**config.mk**
```make
export PLATFORM = sky130hd
export DESIGN_NAME = hub_strap_reset_config
export DESIGN_NICKNAME = d
export VERILOG_FILES = /design/src/hdl/hub_strap_pkg.sv /design/src/hdl/hub_strap_reset_config.sv /design/src/hdl/pin_sync.sv
export SDC_FILE = /design/constraint.sdc
export NUM_CORES = 1
export LEC_CHECK = 0
export ABC_AREA = 1
export BUFFER_PORTS_ARGS = -buffer_cell sky130_fd_sc_hd__clkbuf_2
export CAP_MARGIN = 15
export CORE_MARGIN = 3
export CORE_UTILIZATION = 54
export DETAILED_ROUTE_END_ITERATION = 7
export GPL_ROUTABILITY_DRIVEN = 0
export GPL_TIMING_DRIVEN = 1
export PLACE_DENSITY = 0.81
export SYNTH_ARGS = -nofsm -noshare
export SYNTH_HDL_FRONTEND = slang
export SYNTH_SLANG_ARGS = --single-unit
```
**constraint.sdc**
```tcl
create_clock -name sys_clk -period 4.72 [get_ports sys_clk]
set_clock_uncertainty 0.1 [all_clocks]
set_input_delay 1.416 -clock sys_clk [delete_from_list [all_inputs] [get_ports sys_clk]]
set_output_delay 1.416 -clock sys_clk [all_outputs]
set_load 0.02 [all_outputs]
```
**src/hdl/hub_strap_pkg.sv**
```systemverilog
/*
 * Constants for the hub reset and strap-sampling block: register map,
 * field positions, reset values, timing counts and encodings.
 * Assumes a 125 MHz system clock and an Avalon-MM register bus.
 */
// Overview of operation
// - core power loss resets; release after 2.7 us
// - external vbus reset input forces reset
// - sample mode pin within 20 us
// - mode pin becomes output 50-60 ms after reset
// - output pin shows global suspend only
// - mode pin low individual, high gang
// - polarity strap 1 active-high, 0 active-low
// - port count straps 11/10/01/00 give 1-4
// - nonremovable_port_strap strap high marks port non-removable
// - clock straps select 48, 27, 12 MHz
// - gang mode honours port 1 overcurrent only
package hub_strap_pkg;
    localparam int CLK_MHZ = 125;
    localparam int REL_DELAY_NS = 2700;
    localparam int REL_CYC = (REL_DELAY_NS * CLK_MHZ + 999) / 1000;
    localparam int SAMPLE_LIMIT_NS = 20000;
    localparam int SAMPLE_CYC = SAMPLE_LIMIT_NS * CLK_MHZ / 1000;
    localparam int OUT_MODE_MS = 50;
    localparam int OUT_MODE_CYC = OUT_MODE_MS * CLK_MHZ * 1000;
    localparam int CNT_W = 23;

    localparam logic [7:0] ADDR_STATUS = 8'h00;
    localparam logic [7:0] ADDR_CLEAR = 8'h04;
    localparam logic [7:0] ADDR_ENABLE = 8'h08;
    localparam logic [7:0] ADDR_CONFIG = 8'h0c;
    localparam logic [7:0] ADDR_CONTROL = 8'h10;
    localparam logic [7:0] ADDR_STATE = 8'h14;

    // status, clear and enable bit positions
    localparam int EV_LATCHED = 0;
    localparam int EV_OUT_MODE = 1;
    localparam int EV_SUSPEND = 2;
    localparam int EV_HUB_RESET = 3;
    localparam int EV_OC_LSB = 4;
    localparam int EV_W = 8;

    // config register fields
    localparam int CF_GANG = 0;
    localparam int CF_POL = 1;
    localparam int CF_PCODE_LSB = 2;
    localparam int CF_NONREM_LSB = 4;
    localparam int CF_CLK_LSB = 8;
    localparam int CF_NPORT_LSB = 12;

    // state register fields
    localparam int ST_PHASE_LSB = 0;
    localparam int ST_OC_LSB = 4;

    localparam int NPORT = 4;
    localparam logic [3:0] CONTROL_RST = 4'h0;
    localparam logic [EV_W-1:0] ENABLE_RST = 8'h00;

    // synchroniser lane layout and reset image
    localparam int SY_PGOOD = 0;
    localparam int SY_EXT_N = 1;
    localparam int SY_MODE = 2;
    localparam int SY_POL = 3;
    localparam int SY_PC_LO = 4;
    localparam int SY_PC_HI = 5;
    localparam int SY_NONREM = 6;
    localparam int SY_CLK_A = 10;
    localparam int SY_CLK_B = 11;
    localparam int SY_OC = 12;
    localparam int SY_W = 16;
    localparam logic [SY_W-1:0] SY_RST = 16'hf000;

    typedef enum logic [1:0] {
        CLK_SRC_48 = 2'b00,
        CLK_SRC_27 = 2'b01,
        CLK_SRC_12 = 2'b10
    } clk_src_t;

    typedef enum logic [1:0] {
        PH_RESET = 2'b00,
        PH_SAMPLE = 2'b01,
        PH_WAIT = 2'b10,
        PH_OUTPUT = 2'b11
    } phase_t;
endpackage : hub_strap_pkg

```
**src/hdl/hub_strap_reset_config.sv**
```systemverilog
/*
 * Hub reset sequencing and strap capture: combines core power-good and the
 * vbus-following reset pin, latches the board straps once after release,
 * turns the shared mode pin into a suspend output, and exposes state over
 * Avalon-MM with one level interrupt.
 * Assumes all pin inputs are asynchronous and global_suspend comes from
 * logic on sys_clk.
 */
// Our own choices: the register addresses and the Avalon-MM register port.
`timescale 1ns/1ps
`default_nettype none
module hub_strap_reset_config
    import hub_strap_pkg::*;
#(
    parameter int REL_CYCLES = REL_CYC,
    parameter int OUT_CYCLES = OUT_MODE_CYC
) (
    input wire logic sys_clk,
    input wire logic rst_b,
    input wire logic [7:0] avs_address,
    input wire logic avs_read,
    input wire logic avs_write,
    input wire logic [31:0] avs_writedata,
    input wire logic [3:0] avs_byteenable,
    output logic [31:0] avs_readdata,
    output logic avs_waitrequest,
    input wire logic core_power_good,
    input wire logic ext_reset_n,
    input wire logic mode_pin_i,
    output logic mode_pin_o,
    output logic mode_pin_oe,
    input wire logic switch_enable_polarity_strap,
    input wire logic port_count_strap_lo,
    input wire logic port_count_strap_hi,
    input wire logic [3:0] nonremovable_port_strap,
    input wire logic clk_sel_a,
    input wire logic clk_sel_b,
    input wire logic [3:0] overcurrent_in_n,
    input wire logic global_suspend,
    output logic hub_reset,
    output logic [3:0] port_enable,
    output logic [3:0] port_nonremovable,
    output logic [1:0] ref_clk_src,
    output logic gang_mode,
    output logic [3:0] power_switch_en,
    output logic [3:0] port_overcurrent,
    output logic irq
);
    import hub_strap_pkg::*;

    // elaboration-time range checks on the timing parameters
    if (REL_CYCLES < 1 || REL_CYCLES >= SAMPLE_CYC) begin : g_bad_rel
        $error("REL_CYCLES out of range");
    end
    if (OUT_CYCLES < 1 || OUT_CYCLES >= (1 << CNT_W)) begin : g_bad_out
        $error("OUT_CYCLES does not fit the counter");
    end

    ////////////////////////////////////////////////////////////////////////
    // state

    typedef struct packed {
        phase_t phase;
        logic [CNT_W-1:0] cnt;
        logic gang;
        logic pol;
        logic [1:0] pcode;
        logic [3:0] ports;
        logic [3:0] nonrem;
        clk_src_t clk_src;
        logic [3:0] control;
        logic [EV_W-1:0] status;
        logic [EV_W-1:0] enable;
        logic [3:0] oc;
        logic susp;
        logic waitreq;
        logic [31:0] rdata;
        logic irq;
        logic mode_o;
        logic mode_oe;
        logic [3:0] sw_en;
        logic hrst;
    } state_t;

    localparam state_t STATE_RST = '{
        phase: PH_RESET, cnt: '0, gang: 1'b0, pol: 1'b1, pcode: 2'b00,
        ports: 4'h0, nonrem: 4'h0, clk_src: CLK_SRC_12, control: CONTROL_RST,
        status: '0, enable: ENABLE_RST, oc: 4'h0, susp: 1'b0, waitreq: 1'b1,
        rdata: 32'h0000_0000, irq: 1'b0, mode_o: 1'b0, mode_oe: 1'b0,
        sw_en: 4'h0, hrst: 1'b1
    };

    state_t s_q;
    state_t s_d;
    logic [SY_W-1:0] sy;

    pin_sync #(
        .W(SY_W),
        .RST_VAL(SY_RST)
    ) u_sync (
        .sys_clk(sys_clk),
        .rst_b(rst_b),
        .d({overcurrent_in_n, clk_sel_b, clk_sel_a, nonremovable_port_strap,
            port_count_strap_hi, port_count_strap_lo,
            switch_enable_polarity_strap, mode_pin_i, ext_reset_n,
            core_power_good}),
        .q(sy)
    );

    ////////////////////////////////////////////////////////////////////////
    // decode helpers

    function automatic logic [3:0] port_mask(input logic [1:0] code);
        case (code)
            2'b11: port_mask = 4'h1;
            2'b10: port_mask = 4'h3;
            2'b01: port_mask = 4'h7;
            default: port_mask = 4'hf;
        endcase
    endfunction : port_mask

    function automatic clk_src_t clk_decode(input logic a, input logic b);
        case ({a, b})
            2'b01: clk_decode = CLK_SRC_48;
            2'b10: clk_decode = CLK_SRC_27;
            2'b11: clk_decode = CLK_SRC_12;
            default: clk_decode = CLK_SRC_12;
        endcase
    endfunction : clk_decode

    function automatic logic [31:0] be_merge(input logic [31:0] old,
                                             input logic [31:0] wd,
                                             input logic [3:0] be);
        logic [31:0] r;
        r = old;
        for (int i = 0; i < 4; i++) begin
            if (be[i]) begin
                r[8*i +: 8] = wd[8*i +: 8];
            end
        end
        be_merge = r;
    endfunction : be_merge

    ////////////////////////////////////////////////////////////////////////
    // next state

    always_comb begin
        logic power_fail;
        logic [3:0] oc_now;
        logic [EV_W-1:0] ev;
        logic [EV_W-1:0] clr;
        logic [31:0] wr;
        logic wr_go;
        power_fail = 1'b0;
        oc_now = 4'h0;
        ev = '0;
        clr = '0;
        wr = 32'h0000_0000;
        wr_go = 1'b0;
        s_d = s_q;

        // power and reset sequencing
        power_fail = !sy[SY_PGOOD] || !sy[SY_EXT_N];
        if (power_fail) begin
            if (s_q.phase != PH_RESET) begin
                ev[EV_HUB_RESET] = 1'b1;
            end
            s_d.phase = PH_RESET;
            s_d.cnt = '0;
        end else begin
            case (s_q.phase)
                PH_RESET: begin
                    if (s_q.cnt >= CNT_W'(REL_CYCLES - 1)) begin
                        s_d.phase = PH_SAMPLE;
                        s_d.cnt = '0;
                    end else begin
                        s_d.cnt = s_q.cnt + 1'b1;
                    end
                end
                PH_SAMPLE: begin
                    // one capture, well inside the decision window
                    s_d.gang = sy[SY_MODE];
                    s_d.pol = sy[SY_POL];
                    s_d.pcode = {sy[SY_PC_HI], sy[SY_PC_LO]};
                    s_d.ports = port_mask({sy[SY_PC_HI], sy[SY_PC_LO]});
                    s_d.nonrem = sy[SY_NONREM +: 4];
                    s_d.clk_src = clk_decode(sy[SY_CLK_A], sy[SY_CLK_B]);
                    ev[EV_LATCHED] = 1'b1;
                    // output-mode delay counts from the strap capture
                    s_d.phase = PH_WAIT;
                    s_d.cnt = '0;
                end
                PH_WAIT: begin
                    if (s_q.cnt >= CNT_W'(OUT_CYCLES - 1)) begin
                        s_d.phase = PH_OUTPUT;
                        ev[EV_OUT_MODE] = 1'b1;
                    end else begin
                        s_d.cnt = s_q.cnt + 1'b1;
                    end
                end
                PH_OUTPUT: begin
                    s_d.cnt = s_q.cnt;
                end
                default: begin
                    s_d.phase = PH_RESET;
                    s_d.cnt = '0;
                end
            endcase
        end

        // shared pin: input until output mode, then suspend flag
        s_d.hrst = (s_d.phase == PH_RESET);
        s_d.mode_oe = (s_d.phase == PH_OUTPUT);
        s_d.susp = (s_d.phase == PH_OUTPUT) && global_suspend;
        s_d.mode_o = s_d.susp;
        if (s_d.susp && !s_q.susp) begin
            ev[EV_SUSPEND] = 1'b1;
        end

        // overcurrent, gang mode keeps only port 1
        if (s_q.phase != PH_RESET && s_q.phase != PH_SAMPLE) begin
            oc_now = ~sy[SY_OC +: 4] & s_q.ports;
            if (s_q.gang) begin
                oc_now = {3'b000, oc_now[0]};
            end
        end
        s_d.oc = oc_now;
        ev[EV_OC_LSB +: 4] = oc_now & ~s_q.oc;

        // power switch enables, polarity from the strap
        for (int i = 0; i < NPORT; i++) begin
            logic on;
            on = s_q.control[i] && s_q.ports[i] && !oc_now[s_q.gang ? 0 : i] &&
                 (s_q.phase == PH_WAIT || s_q.phase == PH_OUTPUT);
            s_d.sw_en[i] = s_q.pol ? on : !on;
        end

        // avalon slave: one wait cycle, then release
        if (s_q.waitreq && (avs_read || avs_write)) begin
            s_d.waitreq = 1'b0;
            case (avs_address)
                ADDR_STATUS: s_d.rdata = {24'h00_0000, s_q.status};
                ADDR_ENABLE: s_d.rdata = {24'h00_0000, s_q.enable};
                ADDR_CONFIG: begin
                    s_d.rdata = 32'h0000_0000;
                    s_d.rdata[CF_GANG] = s_q.gang;
                    s_d.rdata[CF_POL] = s_q.pol;
                    s_d.rdata[CF_PCODE_LSB +: 2] = s_q.pcode;
                    s_d.rdata[CF_NONREM_LSB +: 4] = s_q.nonrem;
                    s_d.rdata[CF_CLK_LSB +: 2] = s_q.clk_src;
                    s_d.rdata[CF_NPORT_LSB +: 3] = 3'(s_q.ports[0]) + 3'(s_q.ports[1]) +
                                                   3'(s_q.ports[2]) + 3'(s_q.ports[3]);
                end
                ADDR_CONTROL: s_d.rdata = {28'h000_0000, s_q.control};
                ADDR_STATE: begin
                    s_d.rdata = 32'h0000_0000;
                    s_d.rdata[ST_PHASE_LSB +: 2] = s_q.phase;
                    s_d.rdata[ST_OC_LSB +: 4] = s_q.oc;
                end
                default: s_d.rdata = 32'h0000_0000;
            endcase
        end else begin
            s_d.waitreq = 1'b1;
            wr_go = avs_write && !s_q.waitreq;
        end

        if (wr_go) begin
            case (avs_address)
                ADDR_CLEAR: begin
                    wr = be_merge(32'h0000_0000, avs_writedata, avs_byteenable);
                    clr = wr[EV_W-1:0];
                end
                ADDR_ENABLE: begin
                    wr = be_merge({24'h00_0000, s_q.enable}, avs_writedata, avs_byteenable);
                    s_d.enable = wr[EV_W-1:0];
                end
                ADDR_CONTROL: begin
                    wr = be_merge({28'h000_0000, s_q.control}, avs_writedata, avs_byteenable);
                    s_d.control = wr[3:0];
                end
                default: s_d.control = s_d.control;
            endcase
        end

        // sticky status: a new event beats a clear in the same cycle
        s_d.status = (s_q.status & ~clr) | ev;
        s_d.irq = |(s_d.status & s_d.enable);
    end

    always_ff @(posedge sys_clk or negedge rst_b) begin
        if (!rst_b) begin
            s_q <= STATE_RST;
        end else begin
            s_q <= s_d;
        end
    end

    ////////////////////////////////////////////////////////////////////////
    // outputs, all from flops

    assign avs_readdata = s_q.rdata;
    assign avs_waitrequest = s_q.waitreq;
    assign mode_pin_o = s_q.mode_o;
    assign mode_pin_oe = s_q.mode_oe;
    assign hub_reset = s_q.hrst;
    assign port_enable = s_q.ports;
    assign port_nonremovable = s_q.nonrem;
    assign ref_clk_src = s_q.clk_src;
    assign gang_mode = s_q.gang;
    assign power_switch_en = s_q.sw_en;
    assign port_overcurrent = s_q.oc;
    assign irq = s_q.irq;
endmodule : hub_strap_reset_config
`default_nettype wire

```
**src/hdl/pin_sync.sv**
```systemverilog
/*
 * Two-stage synchroniser for a bus of asynchronous pin inputs.
 * Assumes each lane is an independent level; no lane is sampled coherently.
 */
`timescale 1ns/1ps
`default_nettype none
module pin_sync #(
    parameter int W = 1,
    parameter logic [W-1:0] RST_VAL = '0
) (
    input wire logic sys_clk,
    input wire logic rst_b,
    input wire logic [W-1:0] d,
    output logic [W-1:0] q
);
    logic [W-1:0] meta_q;

    always_ff @(posedge sys_clk or negedge rst_b) begin
        if (!rst_b) begin
            meta_q <= RST_VAL;
            q <= RST_VAL;
        end else begin
            meta_q <= d;
            q <= meta_q;
        end
    end
endmodule : pin_sync
`default_nettype wire

```
==> After elaboration in Yosys (flattened, before gate mapping) <==
Cells that the tools add are included.
{ "word_totals": {"regBits": 136, "input_bits": 65, "out_inout_bits": 56, "elab_cells": 139} }
{ "op_classes": {"add_sub_neg": 4, "n_lt_le_gt_ge": 5, "eq_ne": 17, "mux": 43, "bitwise_logic": 9, "reduce_logical": 40} }
{ "ops": {"columns": ["cell", "n"], "rows": [
  ["$pmux 15 s5", 1],
  ["$pmux 23 s3", 1],
  ["$mux 8", 6],
  ["$mux 23", 2],
  ["$mux 25", 1],
  ["$add 23x1->23 const B", 1],
  ["$ge 23x23->1 const B", 1],
  ["$ge 23x9->1 const B", 1],
  ["$mux 1", 19],
  ["$logic_and 1x1->1", 17],
  ["$and 8x8->8", 2],
  ["$eq 8x4->1 const B", 2],
  ["$eq 8x5->1 const B", 2],
  ["$eq 2x2->1 const B", 6],
  ["$logic_not 1->1", 12],
  ["$pmux 4 s3", 1],
  ["$mux 2", 5],
  ["$and 4x4->4", 2],
  ["$eq 8x3->1 const B", 1],
  ["$logic_not 8->1", 1],
  ["$mux 4", 2],
  ["$not 4->4", 2],
  ["$not 8->8", 1],
  ["$or 8x8->8", 1],
  ["19 further kinds", 28]
]} }

==> Logic depth before layout (Yosys ltp) <==
Gate-level depths: netlist (run 1).
{ "logic_depth": {"ltp_word": 12, "depth_mapped": 16} }

==> By module <==
A second synthesis (run 1) with hierarchy kept.
{ "unflattened": {"cells_unflattened": 676, "hier_area_um2": 5771.8} }
{ "modules_own_cells": {"columns": ["module", "n_inst", "cells_each", "area_each_um2", "seq_area_each_um2"], "rows": [
  ["hub_strap_reset_config", 1, 644, 4961.0, 2132.0],
  ["pin_sync", 1, 32, 810.8, 810.8]
]} }

==> Least setup slack after synthesis (run 1) <==
Ideal clock, no wire load.
{ "synth_timing": {"path_kind": "input to register", "from": "input avs_address[1]", "to": "register s_q, in the netlist irq", "setup_time_ns": 0.117, "t_arrival_ns": 2.612, "slack_ns": 1.890, "cell_stages": 11, "n_path_buf": 0, "cell_sequence": "or2_1 nor2_1 nand3_1 nor2_2 inv_1 nand2_1 o31ai_1 a21oi_1 nand3_1 nor2_1 nand2_1"} }
{ "synth_rtl": {"columns": ["element", "line", "source"], "rows": [
  ["start: declaration", "hub_strap_reset_config.sv:20", "input wire logic [7:0] avs_address,"],
  ["end signal: assignment", "hub_strap_reset_config.sv:292", "s_q <= STATE_RST;"],
  ["end signal: assignment", "hub_strap_reset_config.sv:294", "s_q <= s_d;"],
  ["end: declaration", "hub_strap_reset_config.sv:93", "state_t s_q;"]
]} }

==> flow_summary_export.csv, run 1 <==
group,metric,value,unit
route,ant_nets,0,
hold_path,hold_path_class,"reg -> reg",
logic_synthesis,netlist_instances,636,
logic_synthesis,synth_top_cell_area_share,0.4668,
route,firstDrtPassIters,5,
logic_synthesis,synthArstFlopShare,1.000,
grt,overflow,0,
final_layout,layout_commonest_cell,"nand2_1",
logic_synthesis,synthesis.area,5629,µm²
worst_setup_path,path_class,"in -> reg",
final_layout,diodes,0,
run_status,outcome,"finished clean",
route,post_drt_via_cell_ratio,5.313,
route,drcViolationCount,0,
sta,fin_tns_setup,0,ps
logic_synthesis,yosys_warnings,0,
sta,setup_viol,0,
die,die_h,108.1,µm
final_layout,n_fill_cell,789,
sta,fin_crit_sh,0.6592,
sta,rsz0062_at_grt,"no",
final_layout,final_cell_mix,"nand2_1, dfrtp_1, clkbuf_2",
sta,hold_viol_final,0,
worst_setup_path,crit_arrival,3400,ps
clock_network,cts_resized,0,
clock_network,cts_tree,"built",
route,drt_first_iter_violations,341,
logic_synthesis,synth.area.top_cells,"dfrtp_1, nand2_1, buf_4",
clock_network,hold_buffers,0,
die,fp.dieArea,11690,µm²
clock_network,cts.htree.levels,4,
sta,slew_violations,0,
die,ios,121,
pwr,power.leakage,3.104,nW
placement,port_buffers,74,
die,fp-row-count,36,
placement,dp_hpwl,8920,µm
worst_setup_path,crit_fanout,13,
worst_setup_path,slowest_stage,"nor2_2",
pwr,ir_worst_vdd,0.3027,mV
logic_synthesis,yosysTopAreaCell,"dfrtp_1",
final_layout,syn_to_final_growth,14.65,%
die,die_w,108.1,µm
sta,relSlewSlack,0.3723,
sta,whs,246.1,ps
logic_synthesis,synth-seq-area-share,0.5228,
sta,fmax,321.4,MHz
grt,grt.total_usage,0.2282,
route,wirelength,12560,µm
run,max_cap_violations,0,
sta,tightest_slew,933.0,ps
die,start_util,0.5655,
worst_setup_path,path_cells,"clkbuf_2 > or2_1 > nor2_1 > nand3_1 > nor2_2 > o22ai_1 > nand2_1 > nand2_1 > a21oi_1 > nand3_1 > nor2_1 > nand2_1",
worst_setup_path,crit_path_start_kind,"input pin",
clock_network,clockBufferDepth,2,
die,core_area,9955,µm²
worst_setup_path,cp_top_family,"simple AND/OR/NAND/NOR gates",
final_layout,fin_nets,768,
worst_setup_path,cp_num_buf_inv,1,
clock_network,cts_setup_buffers,0,
worst_setup_path,worst_setup_path_end_kind,"flop",
final_layout,drive_above_1_share,0.2153,
logic_synthesis,synth-seq-cells,117,
grt,grt_first_pass_wirelength,20800,µm
logic_synthesis,synth_area_per_cell,8.851,µm²
worst_setup_path,cp_slowest_stage_delay,410,ps
clock_network,cts.sinks,117,
worst_setup_path,cp_common_cell,"nand2_1",
grt,antenna_found_initial,0,
pwr,power.density,376.5,nW/µm²
logic_synthesis,synth_edf_count,0,
logic_synthesis,ys_types,49,
clock_network,cts_buffers,17,
logic_synthesis,synthFlopType,"dfrtp_1",
grt,grt_max_degree,77,
sta,period_needed,3112,ps
route,vias,4458,
clock_network,clock_latency,510,ps
worst_setup_path,cp_data_required_time,5010,ps
route,wl_per_cell,14.97,µm
clock_network,cts.reportedPaths.clkPinSlew,50,ps
clock_network,cts_root_buf,"clkbuf_8",
grt,grt_pass1_vias,4385,
## power by group
group | internal [mW] | switching, mW | total, mW
Clock | 0.825 | 0.464 | 1.29
Combinational | 0.0266 | 0.0751 | 0.102
Sequential | 1.03 | 0.00978 | 1.04
Total | 1.88 | 0.549 | 2.43
## per-stage QoR
step	instance area, µm²	cells	worst slack, ps	total power [mW]	utilization
after detailed placement	5851	807	1136	1.158	0.5877
after floorplan	5697	654	1890	1.119	-
after CTS	6454	839	1680	2.448	0.6483
after global routing	6454	839	1417	2.516	0.6483
final	6454	839	1608	2.430	0.6483
after global placement	5851	807	1181	1.153	0.5877
## cell families after synthesis
logic type	count (synthesis)	share of synthesized area
xor+xnor	12	0.01867
flops	117	0.5228
other cells	1	0.0006662
mux	3	0.006001
fa+ha+maj	10	0.02356
buf+inv	129	0.1211
simple gates	284	0.2243
compound gates	80	0.08291
## cells in the mapped netlist (2+ instances only)
| cell type | number |
|---|---|
| o21ai_0 | 25 |
| nand2_1 | 152 |
| xor2_1 | 11 |
| a221oi_1 | 3 |
| nor3_1 | 15 |
| nor4_1 | 2 |
| ha_1 | 9 |
| dfstp_2 | 12 |
| o22ai_1 | 9 |
| nor2_2 | 6 |
| o2111ai_1 | 4 |
| nor3_2 | 2 |
| nor3b_1 | 2 |
| nor2_4 | 2 |
| nor2_1 | 54 |
| o21ai_1 | 8 |
| mux2_2 | 3 |
| buf_2 | 2 |
| inv_2 | 3 |
| inv_1 | 67 |
| dfrtp_1 | 105 |
| nand3_1 | 25 |
| clkbuf_1 | 4 |
| a21oi_1 | 21 |
| nand4_1 | 8 |
| o31ai_1 | 3 |
| nand2_2 | 8 |
| buf_4 | 50 |
## final cells by class
cell class                 count  area [µm²]  area share
clock buffer                  19       431.7     0.06689
clock inverter                13       171.4     0.02656
tap                          133       166.4     0.02579
sequential                   117        2943      0.4560
multi-input combinational    408        2072      0.3211
timing repair buffer          78       402.9     0.06243
inverter                      71       266.5     0.04130
## worst paths after layout
| path | cells past startpoint | endpoint | startpoint | slack [ps] |
|---|---|---|---|---|
| max in group asynchronous | 2 | ref_clk_src[1] | rst_b | 2680 |
| max reg2reg | 11 | irq | s_q[103] | 2170 |
| min | 0 | u_sync.q[0] | u_sync.meta_q[0] | 250 |
| max | 12 | irq | avs_address[1] | 1610 |
| min in group asynchronous | 1 | s_q[83] | rst_b | 940 |
| min reg2reg | 0 | u_sync.q[0] | u_sync.meta_q[0] | 250 |
## worst reg2reg max path, cell delays in order, from the launching register on
cell and delay (ps):
dfrtp_1 390, inv_1 120, ha_1 320, nor4_1 840
inv_1 90, o21ai_0 240, nand2_1 100, nand2_1 70
a21oi_1 40, nand3_1 80, nor2_1 50, nand2_1 60
## flip-flops by register name, summed over array words and instances (netlist names)
| register | cells |
|---|---|
| power_switch_en | 4 |
| mode_pin_o | 1 |
| ref_clk_src | 2 |
| u_sync.q | 16 |
| u_sync.meta_q | 16 |
| avs_readdata | 13 |
| port_overcurrent | 4 |
| gang_mode | 1 |
| irq | 1 |
| avs_waitrequest | 1 |
| mode_pin_oe | 1 |
| port_nonremovable | 4 |
| s_q | 48 |
| port_enable | 4 |
| hub_reset | 1 |
## routing by layer
layer / vias to the layer above / wire length, µm / global-route usage
met2: 237 / 5967 / 0.3637
li1: 2101 / - / -
met4: 0 / 308 / 0.1100
met5: - / 0 / 0
met3: 33 / 957 / 0.04896
met1: 2087 / 5323 / 0.2982
(Power assumes the default switching activity.)
==> run 2, diff against run 1 <==
--- a/config.mk
+++ b/config.mk
@@ -9,11 +9,11 @@
 export BUFFER_PORTS_ARGS = -buffer_cell sky130_fd_sc_hd__clkbuf_2
 export CAP_MARGIN = 15
 export CORE_MARGIN = 3
-export CORE_UTILIZATION = 54
+export CORE_UTILIZATION = 49
 export DETAILED_ROUTE_END_ITERATION = 7
 export GPL_ROUTABILITY_DRIVEN = 0
 export GPL_TIMING_DRIVEN = 1
-export PLACE_DENSITY = 0.81
+export PLACE_DENSITY = 0.78
 export SYNTH_ARGS = -nofsm -noshare
 export SYNTH_HDL_FRONTEND = slang
 export SYNTH_SLANG_ARGS = --single-unit
==> constraint.sdc (replaced) <==
create_clock -name sys_clk -period 2.83 [get_ports sys_clk]
set_clock_uncertainty 0.1 [all_clocks]
set_input_delay 0.849 -clock sys_clk [delete_from_list [all_inputs] [get_ports sys_clk]]
set_output_delay 0.849 -clock sys_clk [all_outputs]
set_load 0.02 [all_outputs]
==> run 2 against run 1 <==
Net effect: highest routed layer unchanged; critical endpoint is now s_q[87]; utilization is 5.8 points lower; global-route usage decreased by 2.1 points; power increased by 69%; sequential share of layout area down 0.39 points; first-iteration DRC count is 18% higher.
==> flow_summary_export.csv, run 2 (same netlist as run 1, synthesis figures left out) <==
group,metric,value,unit
final_layout,final_cells,849,
route,wirelength,12680,µm
final_layout,final_cell_mix,"nand2_1, dfrtp_1, clkbuf_2",
route,drt_first_iter_violations,403,
sta,period_needed,2408,ps
worst_setup_path,r2r_start,"s_q[80]",
route,wl_per_cell,14.93,µm
sta,tightest_slew,578.3,ps
grt,grt.total_usage,0.2071,
sta,relSlewSlack,0.6109,
hold_path,worstHoldPathCells,0,
worst_setup_path,cp_data_required_time,3060,ps
worst_setup_path,worstRegToRegCells,13,
route,vias,4419,
sta,slew_violations,0,
final_layout,final_area,6509,µm²
clock_network,cts.sinks,117,
sta,fin_tns_setup,0,ps
worst_setup_path,cp_top_family,"simple AND/OR/NAND/NOR gates",
final_layout,regMostFlops,"s_q",
clock_network,cts.htree.levels,4,
sta,rsz0062_at_grt,"no",
sta,hold_viol_final,0,
route,wl_met2,6036,µm
clock_network,clock_latency,410,ps
worst_setup_path,worst_setup_path_end_kind,"flop",
sta,whs,246.0,ps
sta,fmax,415.3,MHz
worst_setup_path,cp_num_buf_inv,1,
run,max_cap_violations,0,
worst_setup_path,reg2reg_to,"s_q[87]",
clock_network,cts_resized,0,
grt,antenna_found_initial,0,
hold_path,hold_path_class,"reg -> reg",
placement,dp_slack,150.0,ps
route,topRoutingLayerUsed,"met4",
final_layout,multi_input_area,2072,µm²
final_layout,syn_to_final_growth,15.63,%
pwr,power.density,629.4,nW/µm²
grt,grt_pass1_vias,4333,
die,fp-row-count,38,
placement,dp_hpwl,9136,µm
worst_setup_path,crit_path_start_kind,"flop",
final_layout,largest_register_ffs,48,
route,routed-wl-met3,862,µm
sta,worst_slack,422.1,ps
pwr,ir_worst_vdd,0.7417,mV
grt,grt_first_pass_wirelength,21010,µm
worst_setup_path,ff2ff_setup_slack,420,ps
final_layout,drive_above_1_share,0.2172,
route,post_drt_via_cell_ratio,5.205,
final_layout,finish.utilization,0.5901,
route,firstDrtPassIters,5,
final_layout,layout_commonest_cell,"nand2_1",
die,start_util,0.5103,
clock_network,cts_root_buf,"clkbuf_16",
worst_setup_path,slowest_stage,"dfrtp_1",
placement,placed_cells,817,
route,drcViolationCount,0,
clock_network,cts.reportedPaths.clkPinSlew,50,ps
worst_setup_path,crit_fanout,21,
die,fp.dieArea,12810,µm²
final_layout,fin_nets,771,
worst_setup_path,cp_slowest_stage_delay,460,ps
die,core_area,11030,µm²
sta,fin_crit_sh,0.8509,
route,wl_met1,5478,µm
run_status,outcome,"finished clean",
die,ios,121,
placement,placed_cell_area,5894,µm²
worst_setup_path,path_cells,"ha_1 > nand2_2 > nor2_1 > nand3_1 > nor2_1 > nor2_1 > nand2_1 > nand2_1 > nand2_2 > nand2_2 > nand2_4 > inv_2 > nor3b_1",
sta,setup_viol,0,
die,die_h,113.2,µm
worst_setup_path,path_class,"reg -> reg",
hold_path,hp-start,"u_sync.meta_q[0]",
grt,overflow,0,
pwr,p_total,4.097,mW
grt,grt_max_degree,67,
final_layout,n_fill_cell,911,
route,ant_nets,0,
pwr,power.leakage,3.135,nW
clock_network,hold_buffers,0,
clock_network,cts_tree,"built",
die,die_w,113.2,µm
final_layout,diodes,0,
worst_setup_path,crit_arrival,2630,ps
final_layout,top_regs,"s_q x48, u_sync.meta_q x16, u_sync.q x16",
final_layout,final-seq-area,2943,µm²
hold_path,hold_end,"u_sync.q[0]",
clock_network,cts_setup_buffers,0,
clock_network,clockBufferDepth,2,
placement,port_buffers,74,
clock_network,cts_buffers,17,
==> run 2: changes by cell type in the layout (fill, tap and decap cells not counted) <==
cell,change
clkinv_2,+3
clkinv_4,-2
inv_6,-4
clkbuf_8,+2
buf_12,+1
buf_4,+2
clkbuf_1,+1
clkbuf_16,+1
clkinvlp_4,-1
==> run 2: layout make-up <==
class,instances,share of cell area
inverters,71,0.04095
clock inverters,9,0.01942
multi-input cells,408,0.3183
clock buffers,23,0.07497
well taps,140,0.02691
flip-flops and latches,117,0.4521
repair buffers,81,0.06728
==> run 2: worst max path at each step <==
stage	from	endpoint	slack, ps	cells past startpoint
final	s_q[80]	s_q[87]	420	13
after global routing	s_q[80]	s_q[87]	190	13
after CTS	s_q[80]	s_q[87]	440	13
after detailed placement	avs_address[1]	irq	150	12
after global placement	avs_address[1]	irq	210	12
after floorplan	avs_address[1]	irq	570	11
==> run 2: routing by layer <==
| metal | vias up | track usage |
|---|---|---|
| li1 | 2102 | - |
| met1 | 2107 | 0.2728 |
| met2 | 177 | 0.3219 |
| met3 | 33 | 0.05722 |
| met4 | 0 | 0.09054 |
| met5 | - | 0 |
==> run 2: power breakdown <==
group | internal [mW] | switching (mW)
Clock | 1.47 | 0.718
Combinational | 0.0472 | 0.125
Sequential | 1.72 | 0.0177
==> run 3, diff against run 2 <==
--- a/config.mk
+++ b/config.mk
@@ -9,11 +9,12 @@
 export BUFFER_PORTS_ARGS = -buffer_cell sky130_fd_sc_hd__clkbuf_2
 export CAP_MARGIN = 15
 export CORE_MARGIN = 3
-export CORE_UTILIZATION = 49
+export CORE_UTILIZATION = 54
 export DETAILED_ROUTE_END_ITERATION = 7
 export GPL_ROUTABILITY_DRIVEN = 0
 export GPL_TIMING_DRIVEN = 1
-export PLACE_DENSITY = 0.78
+export PLACE_DENSITY = 0.81
+export SKIP_CTS_REPAIR_TIMING = 1
 export SYNTH_ARGS = -nofsm -noshare
 export SYNTH_HDL_FRONTEND = slang
 export SYNTH_SLANG_ARGS = --single-unit
==> constraint.sdc (replaced) <==
create_clock -name sys_clk -period 2.35 [get_ports sys_clk]
set_clock_uncertainty 0.1 [all_clocks]
set_input_delay 0.705 -clock sys_clk [delete_from_list [all_inputs] [get_ports sys_clk]]
set_output_delay 0.705 -clock sys_clk [all_outputs]
set_load 0.02 [all_outputs]
==> run 3 against run 2 <==
Net effect: sequential power increased by 20%; maximum frequency up 11%; worst hold slack lost 210 ps; flip-flop and latch count stayed put; via count up 1.9%; non-clock buffer count up 10; critical path type unchanged; critical endpoint is now irq; highest routed layer unchanged.
==> flow_summary_export.csv, run 3 (same netlist as run 1, synthesis figures left out) <==
group,metric,value,unit
run_status,outcome,"finished clean",
worst_setup_path,cp_num_buf_inv,2,
sta,fin_crit_sh,0.9226,
route,drt_first_iter_violations,456,
route,wl_per_cell,15.23,µm
clock_network,clock_latency,510,ps
clock_network,cts_tree,"built",
die,ios,121,
grt,grt.total_usage,0.2348,
worst_setup_path,crit_path_start_kind,"flop",
placement,dp_slack,-119.0,ps
worst_setup_path,reg2reg_to,"irq",
final_layout,finish.utilization,0.6562,
grt,grt_first_pass_wirelength,21280,µm
route,post_drt_via_cell_ratio,5.286,
die,core_area,9955,µm²
final_layout,final_area,6533,µm²
sta,whs,36.51,ps
worst_setup_path,path_cells,"inv_1 > ha_1 > nor2_1 > nand2_1 > nor3_1 > inv_1 > o21ai_0 > a22o_1 > nor2_1 > nand2_1",
worst_setup_path,crit_fanout,7,
worst_setup_path,cp_slowest_stage_delay,380,ps
route,topRoutingLayerUsed,"met4",
final_layout,syn_to_final_growth,16.05,%
clock_network,cts_root_buf,"clkbuf_8",
final_layout,regMostFlops,"s_q",
grt,grt_max_degree,45,
final_layout,final_cells,852,
clock_network,cts.reportedPaths.clkPinSlew,60,ps
pwr,power.density,711.7,nW/µm²
final_layout,top_regs,"s_q x48, u_sync.meta_q x16, u_sync.q x16",
sta,worst_slack,181.9,ps
sta,period_needed,2168,ps
final_layout,largest_register_ffs,48,
worst_setup_path,worst_setup_path_end_kind,"flop",
final_layout,diodes,0,
placement,placed_cells,820,
route,ant_nets,0,
run,max_cap_violations,0,
hold_path,hold_path_class,"in -> async",
route,firstDrtPassIters,5,
worst_setup_path,r2r_start,"s_q[103]",
route,drcViolationCount,0,
die,start_util,0.5655,
final_layout,layout_commonest_cell,"nand2_1",
placement,dp_hpwl,9379,µm
sta,hold_viol_final,0,
die,die_h,108.1,µm
route,wl_met1,5379,µm
worst_setup_path,cp_top_family,"simple AND/OR/NAND/NOR gates",
sta,fmax,461.2,MHz
final_layout,fin_nets,781,
sta,slew_violations,0,
worst_setup_path,crit_arrival,2520,ps
sta,rsz0062_at_grt,"no",
clock_network,cts.htree.levels,4,
worst_setup_path,worstRegToRegCells,10,
die,fp-row-count,36,
grt,grt_pass1_vias,4476,
clock_network,cts_buffers,17,
worst_setup_path,ff2ff_setup_slack,180,ps
final_layout,final_cell_mix,"nand2_1, dfrtp_1, clkbuf_2",
clock_network,cts.sinks,117,
placement,placed_cell_area,5973,µm²
worst_setup_path,slowest_stage,"dfrtp_1",
worst_setup_path,cp_data_required_time,2700,ps
worst_setup_path,path_class,"reg -> reg",
route,routed-wl-met3,981,µm
sta,setup_viol,0,
grt,antenna_found_initial,0,
die,fp.dieArea,11690,µm²
placement,port_buffers,74,
route,vias,4504,
pwr,ir_worst_vdd,0.4199,mV
final_layout,drive_above_1_share,0.2281,
route,wl_met2,6271,µm
grt,overflow,0,
pwr,power.leakage,3.160,nW
clock_network,clockBufferDepth,2,
die,die_w,108.1,µm
route,wirelength,12980,µm
final_layout,n_fill_cell,750,
[run 3: cell count changes in the layout (fill, tap and decap cells not counted), sizes merged]
cell,before,now
bufinv,3,1
clkinvlp,1,3
buf,8,18
clkbuf,96,94
inv,70,72
[run 3: cell type report]
type,count,area [µm²],share of cell area
clock buffers,21,439.2,0.06723
clock inverters,11,102.6,0.01571
inverters,71,266.5,0.04080
multi-input cells,408,2086,0.3193
flip-flops and latches,117,2943,0.4505
well taps,133,166.4,0.02547
repair buffers,91,529.3,0.08102
[run 3: per-layer routing]
layer  global-route usage  vias up
met3              0.05851       44
met5                    0        -
met1               0.2940     2127
met4               0.1145        0
li1                     -     2119
met2               0.3819      214
[run 3: worst max path at each step]
stage | slack [ps] | start | cells after the start | endpoint
after global routing | 20 | s_q[81] | 10 | s_q[100]
final | 180 | s_q[103] | 10 | irq
after global placement | -80 | avs_address[1] | 12 | irq
after detailed placement | -120 | avs_address[1] | 12 | irq
after floorplan | 230 | avs_address[1] | 11 | irq
after CTS | 180 | s_q[103] | 11 | irq
[run 3: report_power, final]
part	total (mW)	internal [mW]	switching (mW)
Clock	2.34	1.43	0.910
Combinational	0.222	0.0623	0.159
Sequential	2.09	2.07	0.0192
[run 3: through the flow]
stage               TNS, ps  power (mW)
floorplan                 0       2.247
global placement     -84.84       2.328
detailed placement   -119.0       2.338
CTS                       0       4.672
global route              0       4.799
finish                    0       4.649
